## src/rtl/i2c_master_condition_regs.vh

```
`ifndef I2C_MASTER_CONDITION_REGS_VH
`define I2C_MASTER_CONDITION_REGS_VH
// transfer bit numbering, first bit is 0
`define BIT_EIGHTH      4'h7
`define BIT_NINTH       4'h8
// transfer states
`define XS_IDLE         3'h0
`define XS_LOW          3'h1
`define XS_HIGH         3'h2
`define XS_WAIT8        3'h3
`define XS_WAIT9        3'h4
// condition kinds
`define CK_START        2'h0
`define CK_RESTART      2'h1
`define CK_STOP         2'h2
// last step index of each condition sequence
`define STEP_LAST_START 2'h2
`define STEP_LAST_RSTA  2'h3
`define STEP_LAST_STOP  2'h2
// reset values
`define DIV_RESET       8'h00
`define TX_RESET        9'h1ff
`endif

```

## src/rtl/i2c_master_condition.v

```verilog
`timescale 1ns/1ps
`include "i2c_master_condition_regs.vh"
module i2c_master_condition (
   input  wire       i_clk,
   input  wire       i_arst_n,
   input  wire       i_bus_mode_select,
   input  wire [7:0] i_baud_divider,
   input  wire       i_start_request,
   input  wire       i_restart_request,
   input  wire       i_stop_request,
   input  wire       i_condition_generator_select,
   input  wire       i_condition_detected,
   input  wire       i_arbitration_update_select,
   input  wire       i_arbitration_clear,
   input  wire       i_output_stop_on_loss_enable,
   input  wire       i_eighth_bit_wait,
   input  wire       i_clock_force_low,
   input  wire       i_ninth_bit_wait,
   input  wire       i_clock_phase_delay,
   input  wire       i_clock_sync_enable,
   input  wire       i_release_on_foreign_stop,
   input  wire       i_foreign_stop_detected,
   input  wire       i_bit_order_select,
   input  wire [2:0] i_data_delay_field,
   input  wire       i_data_output_disable,
   input  wire [8:0] i_tx_data,
   input  wire       i_tx_write,
   input  wire       i_bus_clock_pin,
   input  wire       i_bus_data_pin,
   output wire       o_bus_clock_out,
   output wire       o_bus_clock_oe_n,
   output wire       o_bus_data_out,
   output wire       o_bus_data_oe_n,
   output wire       o_arbitration_lost_flag,
   output wire       o_condition_irq,
   output wire       o_tx_ready,
   output wire [2:0] o_pending_requests
);

   reg  [2:0] xs_reg;
   reg  [7:0] cnt_reg;
   reg  [3:0] bit_reg;
   reg  [8:0] tx_reg;
   reg        scl_int_reg;
   reg        byte_lost_reg;
   reg        arb_reg;
   reg        clk_q_reg;
   reg        clk_qq_reg;
   reg  [7:0] dly_reg;
   reg        start_pend_reg;
   reg        rsta_pend_reg;
   reg        stop_pend_reg;
   reg        cond_act_reg;
   reg  [1:0] cond_kind_reg;
   reg  [1:0] cond_step_reg;
   reg  [7:0] cond_cnt_reg;
   reg        cond_scl_reg;
   reg        cond_sda_reg;
   reg        irq_reg;
   reg        cond_done;

   wire       tick = (cnt_reg == 8'h00);
   wire       xfer = (xs_reg != `XS_IDLE);
   // sync only while a byte is in flight
   wire       sync_on = i_clock_sync_enable & xfer;
   // pin seen one count source cycle late, like the filter path
   wire       clk_fell = clk_qq_reg & ~clk_q_reg;
   wire [3:0] msb_idx = `BIT_EIGHTH - bit_reg;
   wire       cur_bit = (bit_reg == `BIT_NINTH) ? tx_reg[8] :
                        i_bit_order_select ? tx_reg[msb_idx] :
                        tx_reg[bit_reg];
   // a released one that reads low means another master won
   wire       mismatch = (bit_reg < `BIT_NINTH) & cur_bit &
                         ~i_bus_data_pin;
   wire       sda_low_raw = xfer & ~cur_bit & ~byte_lost_reg;
   wire       sda_low_dly = (i_data_delay_field == 3'h0) ? sda_low_raw :
                            dly_reg[i_data_delay_field];
   wire       xfer_scl_low = xfer & ~scl_int_reg;
   wire       cond_go = i_condition_generator_select & i_bus_mode_select &
                        ~cond_act_reg &
                        (start_pend_reg | rsta_pend_reg | stop_pend_reg);
   wire [1:0] go_kind = start_pend_reg ? `CK_START :
                        rsta_pend_reg ? `CK_RESTART : `CK_STOP;
   wire [1:0] last_step = (cond_kind_reg == `CK_RESTART) ? `STEP_LAST_RSTA :
                          (cond_kind_reg == `CK_STOP) ? `STEP_LAST_STOP :
                          `STEP_LAST_START;
   wire [1:0] next_step = cond_step_reg + 2'h1;

   // {scl, sda} levels of each step, a step lasting one half period
   function [1:0] pat;
      input [1:0] kind;
      input [1:0] step;
      begin
         case (kind)
            `CK_START:   pat = (step == 2'h0) ? 2'b11 :
                               (step == 2'h1) ? 2'b10 : 2'b00;
            `CK_RESTART: pat = (step == 2'h0) ? 2'b01 :
                               (step == 2'h1) ? 2'b11 :
                               (step == 2'h2) ? 2'b10 : 2'b00;
            default:     pat = (step == 2'h0) ? 2'b00 :
                               (step == 2'h1) ? 2'b10 : 2'b11;
         endcase
      end
   endfunction

   // pin selection: transfer lines or condition generator
   wire scl_drive = i_clock_force_low |
                    (i_condition_generator_select ? ~cond_scl_reg :
                     xfer_scl_low);
   wire sda_drive = ~i_data_output_disable &
                    ~(arb_reg & i_output_stop_on_loss_enable) &
                    (i_condition_generator_select ? ~cond_sda_reg :
                     sda_low_dly);

   assign o_bus_clock_out         = 1'b0;
   assign o_bus_data_out          = 1'b0;
   assign o_bus_clock_oe_n        = ~scl_drive;
   assign o_bus_data_oe_n         = ~sda_drive;
   assign o_arbitration_lost_flag = arb_reg;
   assign o_condition_irq         = irq_reg;
   assign o_tx_ready              = ~xfer;
   assign o_pending_requests      = {stop_pend_reg, rsta_pend_reg,
                                     start_pend_reg};

   always @(posedge i_clk or negedge i_arst_n) begin
      if (!i_arst_n) begin
         clk_q_reg  <= 1'b1;
         clk_qq_reg <= 1'b1;
         dly_reg    <= 8'h00;
      end else begin
         clk_q_reg  <= i_bus_clock_pin;
         clk_qq_reg <= clk_q_reg;
         dly_reg    <= {dly_reg[6:0], sda_low_raw};
      end
   end

   // byte transfer engine
   always @(posedge i_clk or negedge i_arst_n) begin
      if (!i_arst_n) begin
         xs_reg        <= `XS_IDLE;
         cnt_reg       <= `DIV_RESET;
         bit_reg       <= 4'h0;
         tx_reg        <= `TX_RESET;
         scl_int_reg   <= 1'b1;
         byte_lost_reg <= 1'b0;
         arb_reg       <= 1'b0;
      end else begin
         if (i_arbitration_clear)
            arb_reg <= 1'b0;
         if (xfer & i_release_on_foreign_stop &
             i_foreign_stop_detected) begin
            xs_reg      <= `XS_IDLE;
            scl_int_reg <= 1'b1;
         end else begin
            case (xs_reg)
               `XS_IDLE: begin
                  scl_int_reg <= 1'b1;
                  if (i_tx_write & i_bus_mode_select &
                      ~i_condition_generator_select) begin
                     tx_reg        <= i_tx_data;
                     bit_reg       <= 4'h0;
                     byte_lost_reg <= 1'b0;
                     cnt_reg       <= i_baud_divider;
                     scl_int_reg   <= 1'b0;
                     xs_reg        <= `XS_LOW;
                  end
               end
               `XS_LOW: begin
                  if (!tick) begin
                     cnt_reg <= cnt_reg - 8'h01;
                  end else if (i_clock_sync_enable & ~clk_q_reg) begin
                     // let go of the line, count waits for the wire
                     scl_int_reg <= 1'b1;
                     cnt_reg     <= 8'h00;
                  end else begin
                     scl_int_reg <= 1'b1;
                     cnt_reg     <= i_baud_divider;
                     xs_reg      <= `XS_HIGH;
                     if (mismatch)
                        byte_lost_reg <= 1'b1;
                     if (~i_arbitration_update_select &
                         (bit_reg < `BIT_NINTH))
                        arb_reg <= mismatch;
                  end
               end
               `XS_HIGH: begin
                  if (tick | (sync_on & clk_fell)) begin
                     scl_int_reg <= 1'b0;
                     cnt_reg     <= i_baud_divider;
                     if (bit_reg == `BIT_EIGHTH) begin
                        if (i_arbitration_update_select & byte_lost_reg)
                           arb_reg <= 1'b1;
                        if (i_eighth_bit_wait) begin
                           xs_reg <= `XS_WAIT8;
                        end else begin
                           bit_reg <= `BIT_NINTH;
                           xs_reg  <= `XS_LOW;
                        end
                     end else if (bit_reg == `BIT_NINTH) begin
                        if (i_clock_phase_delay & i_ninth_bit_wait)
                           xs_reg <= `XS_WAIT9;
                        else
                           xs_reg <= `XS_IDLE;
                     end else begin
                        bit_reg <= bit_reg + 4'h1;
                        xs_reg  <= `XS_LOW;
                     end
                  end else begin
                     cnt_reg <= cnt_reg - 8'h01;
                  end
               end
               `XS_WAIT8: begin
                  if (!i_eighth_bit_wait) begin
                     bit_reg <= `BIT_NINTH;
                     cnt_reg <= i_baud_divider;
                     xs_reg  <= `XS_LOW;
                  end
               end
               `XS_WAIT9: begin
                  if (!i_ninth_bit_wait)
                     xs_reg <= `XS_IDLE;
               end
               default: xs_reg <= `XS_IDLE;
            endcase
         end
      end
   end

   // condition generator
   always @* begin
      cond_done = cond_act_reg & (cond_cnt_reg == 8'h00) &
                  (next_step == last_step);
   end

   always @(posedge i_clk or negedge i_arst_n) begin
      if (!i_arst_n) begin
         start_pend_reg <= 1'b0;
         rsta_pend_reg  <= 1'b0;
         stop_pend_reg  <= 1'b0;
         cond_act_reg   <= 1'b0;
         cond_kind_reg  <= `CK_START;
         cond_step_reg  <= 2'h0;
         cond_cnt_reg   <= `DIV_RESET;
         cond_scl_reg   <= 1'b1;
         cond_sda_reg   <= 1'b1;
         irq_reg        <= 1'b0;
      end else begin
         // a new request in the completion cycle stays pending
         if (cond_done & (cond_kind_reg == `CK_START))
            start_pend_reg <= 1'b0;
         if (cond_done & (cond_kind_reg == `CK_RESTART))
            rsta_pend_reg <= 1'b0;
         if (cond_done & (cond_kind_reg == `CK_STOP))
            stop_pend_reg <= 1'b0;
         if (i_start_request & i_bus_mode_select)
            start_pend_reg <= 1'b1;
         if (i_restart_request & i_bus_mode_select)
            rsta_pend_reg <= 1'b1;
         if (i_stop_request & i_bus_mode_select)
            stop_pend_reg <= 1'b1;
         irq_reg <= i_condition_generator_select ? cond_done :
                    i_condition_detected;
         if (cond_go) begin
            cond_act_reg  <= 1'b1;
            cond_kind_reg <= go_kind;
            cond_step_reg <= 2'h0;
            cond_cnt_reg  <= i_baud_divider;
            {cond_scl_reg, cond_sda_reg} <= pat(go_kind, 2'h0);
         end else if (cond_act_reg) begin
            if (cond_cnt_reg != 8'h00) begin
               cond_cnt_reg <= cond_cnt_reg - 8'h01;
            end else begin
               cond_step_reg <= next_step;
               cond_cnt_reg  <= i_baud_divider;
               {cond_scl_reg, cond_sda_reg} <=
                  pat(cond_kind_reg, next_step);
               if (next_step == last_step)
                  cond_act_reg <= 1'b0;
            end
         end
      end
   end

endmodule // i2c_master_condition

```

## config.mk

```make
export PLATFORM = sky130hd
export DESIGN_NAME = i2c_master_condition
export DESIGN_NICKNAME = d
export VERILOG_FILES = /design/src/rtl/i2c_master_condition.v
export VERILOG_INCLUDE_DIRS = /design/src /design/src/rtl
export SDC_FILE = /design/constraint.sdc
export NUM_CORES = 1
export LEC_CHECK = 0
export ABC_AREA = 1
export BUFFER_PORTS_ARGS = -buffer_cell sky130_fd_sc_hd__buf_2
export CAP_MARGIN = 0
export CORE_MARGIN = 5
export CORE_UTILIZATION = 35
export DETAILED_ROUTE_END_ITERATION = 10
export PLACE_DENSITY_LB_ADDON = 0.12
export SLEW_MARGIN = 20
export SYNTH_ARGS = -nofsm -noshare
export SYNTH_HDL_FRONTEND = slang
export SYNTH_SLANG_ARGS = --single-unit
```

## constraint.sdc

```tcl
create_clock -name i_clk -period 1.7 [get_ports i_clk]
set_input_delay 0.085 -clock i_clk [delete_from_list [all_inputs] [get_ports i_clk]]
set_output_delay 0.085 -clock i_clk [all_outputs]
set_load 0.01 [all_outputs]
```

* After elaboration in Yosys (flattened, before gate mapping)
Index checks and enable logic that the tools add are counted.
Widths: inputs -> output; s select.
** Storage, ports and cells
- Register bits after elaboration :: 56
- Latch bits :: 0
- Memory bits (writable) :: 0
- Bits in read-only memories :: 0
- Output and inout port bits :: 10
- Logic and storage cells :: 218
- Memories :: 0
** Cells by class
- $add $sub $neg :: 5
- Multiply operators :: 0
- Divide/modulo/power cells :: 0
- Order comparisons :: 4
- Equality and inequality tests :: 26
- Shift operators :: 0
- Mux-type cells :: 89
- Bitwise logic cells :: 50
- Reduce and logical (&&, ||, !) cells :: 24
** Operators by type and width (number)
- $mux 8 :: 8
- $mux 1 :: 43
- $pmux 8 s4 :: 1
- $and 1x1->1 :: 30
- $mux 3 :: 10
- $mux 2 :: 12
- $ne 3x3->1 const B :: 7
- $mux 4 :: 5
- $logic_not 8->1 :: 2
- $not 1->1 :: 16
- $sub 8x1->8 const B :: 2
- $pmux 3 s5 :: 1
- $ne 2x2->1 const B :: 7
- $pmux 4 s3 :: 1
- $reduce_and 6->1 :: 2
- $lt 4x5->1 const B :: 2
- $reduce_bool 2->1 :: 5
- $bmux 1 s4 :: 2
- $pmux 2 s2 :: 2
- $reduce_bool 4->1 :: 2
- $reduce_bool 8->1 :: 1
- $eq 2x1->1 const B :: 3
- $eq 3x2->1 const B :: 2
- $logic_not 2->1 :: 3
- 21 further kinds :: 29

* Logic depth before layout (Yosys ltp)
- Depth in word-level cells :: 12
- Mapped depth :: 14

* Worst setup path before layout
OpenSTA, ideal clock, no wires.
- Path kind :: register to register
- Start point :: register cond_step_reg[0]
- End point :: register rsta_pend_reg
- Data arrival time :: 1.449 ns
- Required time :: 1.573 ns
- Path slack :: 0.124 ns
- Stages on the path, launching flop included :: 9
- Buffers on the path :: 0
- Period minus slack after synthesis :: 1.576 ns
- Path through :: dfrtp_1 -> ha_1 -> inv_1 -> a31oi_1 -> o21ai_0 -> nor2_1 -> nand2_1 -> o31ai_1 -> nand2_1
** Between the ends
- Longest elaborated chain between the ends :: 5
** RTL lines
- start: declaration :: RTL line i2c_master_condition.v:55 : reg [1:0] cond_step_reg;
- start signal: assignment :: RTL line i2c_master_condition.v:273 : cond_step_reg <= next_step;
- $add 2x1->2 :: RTL line i2c_master_condition.v:87 : wire [1:0] next_step = cond_step_reg + 2'h1;
- $eq 2x2->1 :: RTL line i2c_master_condition.v:232 : (next_step == last_step);
- $and 1x1->1 :: RTL line i2c_master_condition.v:231 : cond_done = cond_act_reg & (cond_cnt_reg == 8'h00) &
- $and 1x1->1 :: RTL line i2c_master_condition.v:251 : if (cond_done & (cond_kind_reg == `CK_RESTART))
- $reduce_bool 2->1 (no line)
- end signal: assignment :: RTL line i2c_master_condition.v:238 : rsta_pend_reg <= 1'b0;
- end signal: assignment :: RTL line i2c_master_condition.v:252 : rsta_pend_reg <= 1'b0;
- end signal: assignment :: RTL line i2c_master_condition.v:258 : rsta_pend_reg <= 1'b1;
- end: declaration :: RTL line i2c_master_condition.v:51 : reg rsta_pend_reg;
No other way between the ends.
A chain may end at the register's enable or synchronous reset.

* Final worst setup path
- Start point :: register bit_reg[0]
- End point :: output o_bus_data_oe_n
** Between the ends
- Longest elaborated chain between the ends :: 12
- Elaborated cells between the ends (all ways) :: 15
- Those cells by class :: 1 x add/sub; 1 x eq/ne; 8 x mux; 5 x bitwise
** RTL lines
- start: declaration :: RTL line i2c_master_condition.v:42 : reg [3:0] bit_reg;
- start signal: assignment :: RTL line i2c_master_condition.v:196 : bit_reg <= `BIT_NINTH;
- start signal: assignment :: RTL line i2c_master_condition.v:205 : bit_reg <= bit_reg + 4'h1;
- start signal: assignment :: RTL line i2c_master_condition.v:214 : bit_reg <= `BIT_NINTH;
- $sub 3x4->4 (no line)
- $bmux 1 s4 :: RTL line i2c_master_condition.v:70 : i_bit_order_select ? tx_reg[msb_idx] :
- $mux 1 (implied by the code) :: RTL line i2c_master_condition.v:70
- $mux 1 :: RTL line i2c_master_condition.v:70
- $mux 1 * :: RTL line i2c_master_condition.v:69 : wire cur_bit = (bit_reg == `BIT_NINTH) ? tx_reg[8] :
- $not 1->1 * :: RTL line i2c_master_condition.v:75 : wire sda_low_raw = xfer & ~cur_bit & ~byte_lost_reg;
- $and 1x1->1 * (2 in series) :: RTL line i2c_master_condition.v:75
- $mux 1 * :: RTL line i2c_master_condition.v:76 : wire sda_low_dly = (i_data_delay_field == 3'h0) ? sda_low_raw :
- $mux 1 * :: RTL line i2c_master_condition.v:112 : (i_condition_generator_select ? ~cond_sda_reg :
- $and 1x1->1 * :: RTL line i2c_master_condition.v:111 : ~(arb_reg & i_output_stop_on_loss_enable) &
- $not 1->1 * :: RTL line i2c_master_condition.v:118 : assign o_bus_data_oe_n = ~sda_drive;
- end: declaration :: RTL line i2c_master_condition.v:33 : output wire o_bus_data_oe_n,
Every way passes the cells marked *; elsewhere a longest branch is shown, timed or not. The select of a mux whose other input is x is not followed.

==> out/results.ini <==
[yosys]
yosys.area.top_type_share=0.300
syn_avg_cell_area_um2=8.13
synth_top_area_cell=dfrtp_1
ys_seq_area_frac=0.405
ys_seq_elements=56
synth_area_leaders=dfrtp_1 30%, dfstp_2 10%, nand2_1 9.5%
synthDistinctLibCells=55
synth_top_flop_cell=dfrtp_1
yosysWarnings=0
synth.cells.most_frequent=89 x nand2_1, 45 x inv_1, 42 x dfrtp_1
synth_edf_count=0
synth_most_common_cell=nand2_1
netlist_area_mm2=0.00350
synthCells=431
synthArstFlopShare=1.00

[critical_path]
rrSetupSlack_ps=50
r2r_end=o_arbitration_lost_flag$_DFF_PN0_
reg2reg_depth=15
crit_path_start=bit_reg[0]$_DFFE_PN0P_
cp_max_fo=5
arrival_ps=1800
worst_setup_path_start_kind=flip-flop
crit_type=flip-flop to output pin
crit_required_ps=1620
cp-endpoint=o_bus_data_oe_n
end_kind=output pin
timing.rr.start=cnt_reg[0]$_DFFE_PN0P_

[timing]
max_freq_ghz=0.531
min_period_ps=1880
hold_ws_ps=6.98
grt_setup_unrepaired=yes
slew_viol_final=0
period_share=1.11
worst_slack_ps=-183
clock_skew_ps=6.92
setup_viol=1
hold_viol=0

[layout]
ff_latch_area_mm2=0.00143
multi_input_area_mm2=0.00191
largest_register_ffs=9
num_antenna_cells=0
final.fill_count=1008
drive_gt1_frac=0.410
area_growth_pct=34.5
finalNetCount=596
stdcell_count=682

[run_status]
violations=negative setup slack
status=finished with violations

[placed_design]
place_hpwl_um=6770
post-place-cells=633
place.gp.congestion=0.846
numPortBuffers=50

[drt]
remaining_drc_errors=0
ant_nets=0
vias=3273
drt_iter0_drc=121
drt-total-wl_um=9290
viasPerCell=4.80
dr.pass1.iters=4
wire_per_inst_um=13.6

[min_path]
hp-class=primary input to flip-flop

[floorplan]
rows=36
dieWidth_um=110
fp.coreArea_mm2=0.00977
dieArea_mm2=0.0121
pin_count=53
start_util=0.359
die_h_um=110

[clocking]
path_clk_slew_ps=110
htreeDepth=2
clock_sinks=56
clock_latency_ps=320
cts_buffers=5
cts_tree=yes
cts_root_buffer=clkbuf_8
clockBufferDepth=2

[pwr]
p_sw_uw=3190
ir_worst_vdd_uv=550
intPower_uw=4200
switching_share=0.432
power_per_cell_area_mw_per_mm2=1570
leakagePower_uw=0.00218
power_uw=7380
p_comb_frac=0.568
clkPwrFrac=0.111
p_seq_frac=0.321

[grt]
groute.usage.overall=0.159
grt-ovfl-total=0
grt_max_degree=57
antenna_found_initial=0
grt_first_pass_wirelength_um=15200
grt_pass1_vias=3234

[flow_run]
maxCapViolCount=0

## through the flow
stage / setup WS (ps) / instance area, µm² / TNS (ps) / utilization
after floorplan: 124 / 3510 / 0 / -
after global placement: 19.7 / 4070 / 0 / 0.416
after detailed placement: -40.9 / 4070 / -132 / 0.416
after CTS: -205 / 4430 / -210 / 0.453
after global routing: -349 / 4710 / -716 / 0.482
final: -183 / 4710 / -183 / 0.482
## area by class of cell
class | count | area share
clock inverter | 3 | 0.00610
timing repair buffer | 120 | 0.186
multi-input combinational | 307 | 0.406
inverter | 58 | 0.0504
clock buffer | 5 | 0.0146
tap | 133 | 0.0353
sequential | 56 | 0.303
## cell usage in the layout, fill, tap and decap left out, drive strengths merged, types with 4 or more instances in the layout
cell / count
o31ai: 4
a21oi: 13
ha: 5
clkbuf: 5
nor2: 49
o21ai: 44
o211ai: 8
nand4: 10
nand3: 28
dfstp: 14
a31oi: 4
inv: 60
xor2: 8
nand2: 99
a22oi: 8
dlygate4sd3: 15
buf: 105
nor3: 8
dfrtp: 42
## power groups by stage
| stage | registers, µW | clock network, µW | logic, µW |
|---|---|---|---|
| 2_1_floorplan | 2320 | 0 | 2520 |
| 3_3_place_gp | 2360 | 0 | 3370 |
| 3_5_place_dp | 2370 | 0 | 3400 |
| 4_1_cts | 2350 | 864 | 3610 |
| 5_1_grt | 2450 | 916 | 4670 |
| 6_report | 2370 | 819 | 4200 |
## worst min-delay path by stage
stage	from	end	slack (ps)	cells past startpoint
finish	i_baud_divider[7]	cnt_reg[7]$_DFFE_PN0P_	7	3
global route	i_baud_divider[2]	cnt_reg[2]$_DFFE_PN0P_	2	3
CTS	i_baud_divider[4]	cond_cnt_reg[4]$_DFFE_PN0P_	6	3
detailed placement	i_arst_n	cond_step_reg[0]$_DFFE_PN0P_	120	2
global placement	i_arst_n	cond_step_reg[0]$_DFFE_PN0P_	120	2
floorplan	i_arst_n	bit_reg[0]$_DFFE_PN0P_	-210	0
## what timing repair did
item,CTS,global route
endpoints found under the setup margin,9,30
gates cloned,1,0
gates resized for setup,24,41
hold buffers,15,0
pin swaps,13,33
buffers inserted,5,20
hold endpoints to repair,56,0
## routing by layer
layer	GRT usage	up-vias	routed length (µm)
met3	0.0274	11	353
met1	0.198	1532	4060
met5	0	-	0
met4	0.0552	0	144
met2	0.276	60	4730
li1	-	1670	-
## logic make-up (layout without fill, tap and decap cells)
kind of cell,after synthesis,count (layout),share of synthesized area
other,1,2,0.00107
adder cells (fa/ha/maj),5,5,0.0179
flip-flops,56,56,0.405
buffers and inverters,69,186,0.0925
XOR/XNOR,8,8,0.0200
AND/OR/NAND/NOR,198,198,0.280
AO/OA/AOI/OAI,94,94,0.184
## critical path, stage by stage, from the launching register on
cell     delay (ps)
dfrtp_2         480
buf_6           150
nand2_1          50
nand3_1          90
nand2_1          70
nor2_1           40
nand2_1          50
nand2_1          60
nand2_1          80
nand3_2          80
o21ai_1         130
nand2_1          70
buf_2           140
No activity file was read; power rests on OpenSTA's default activity.
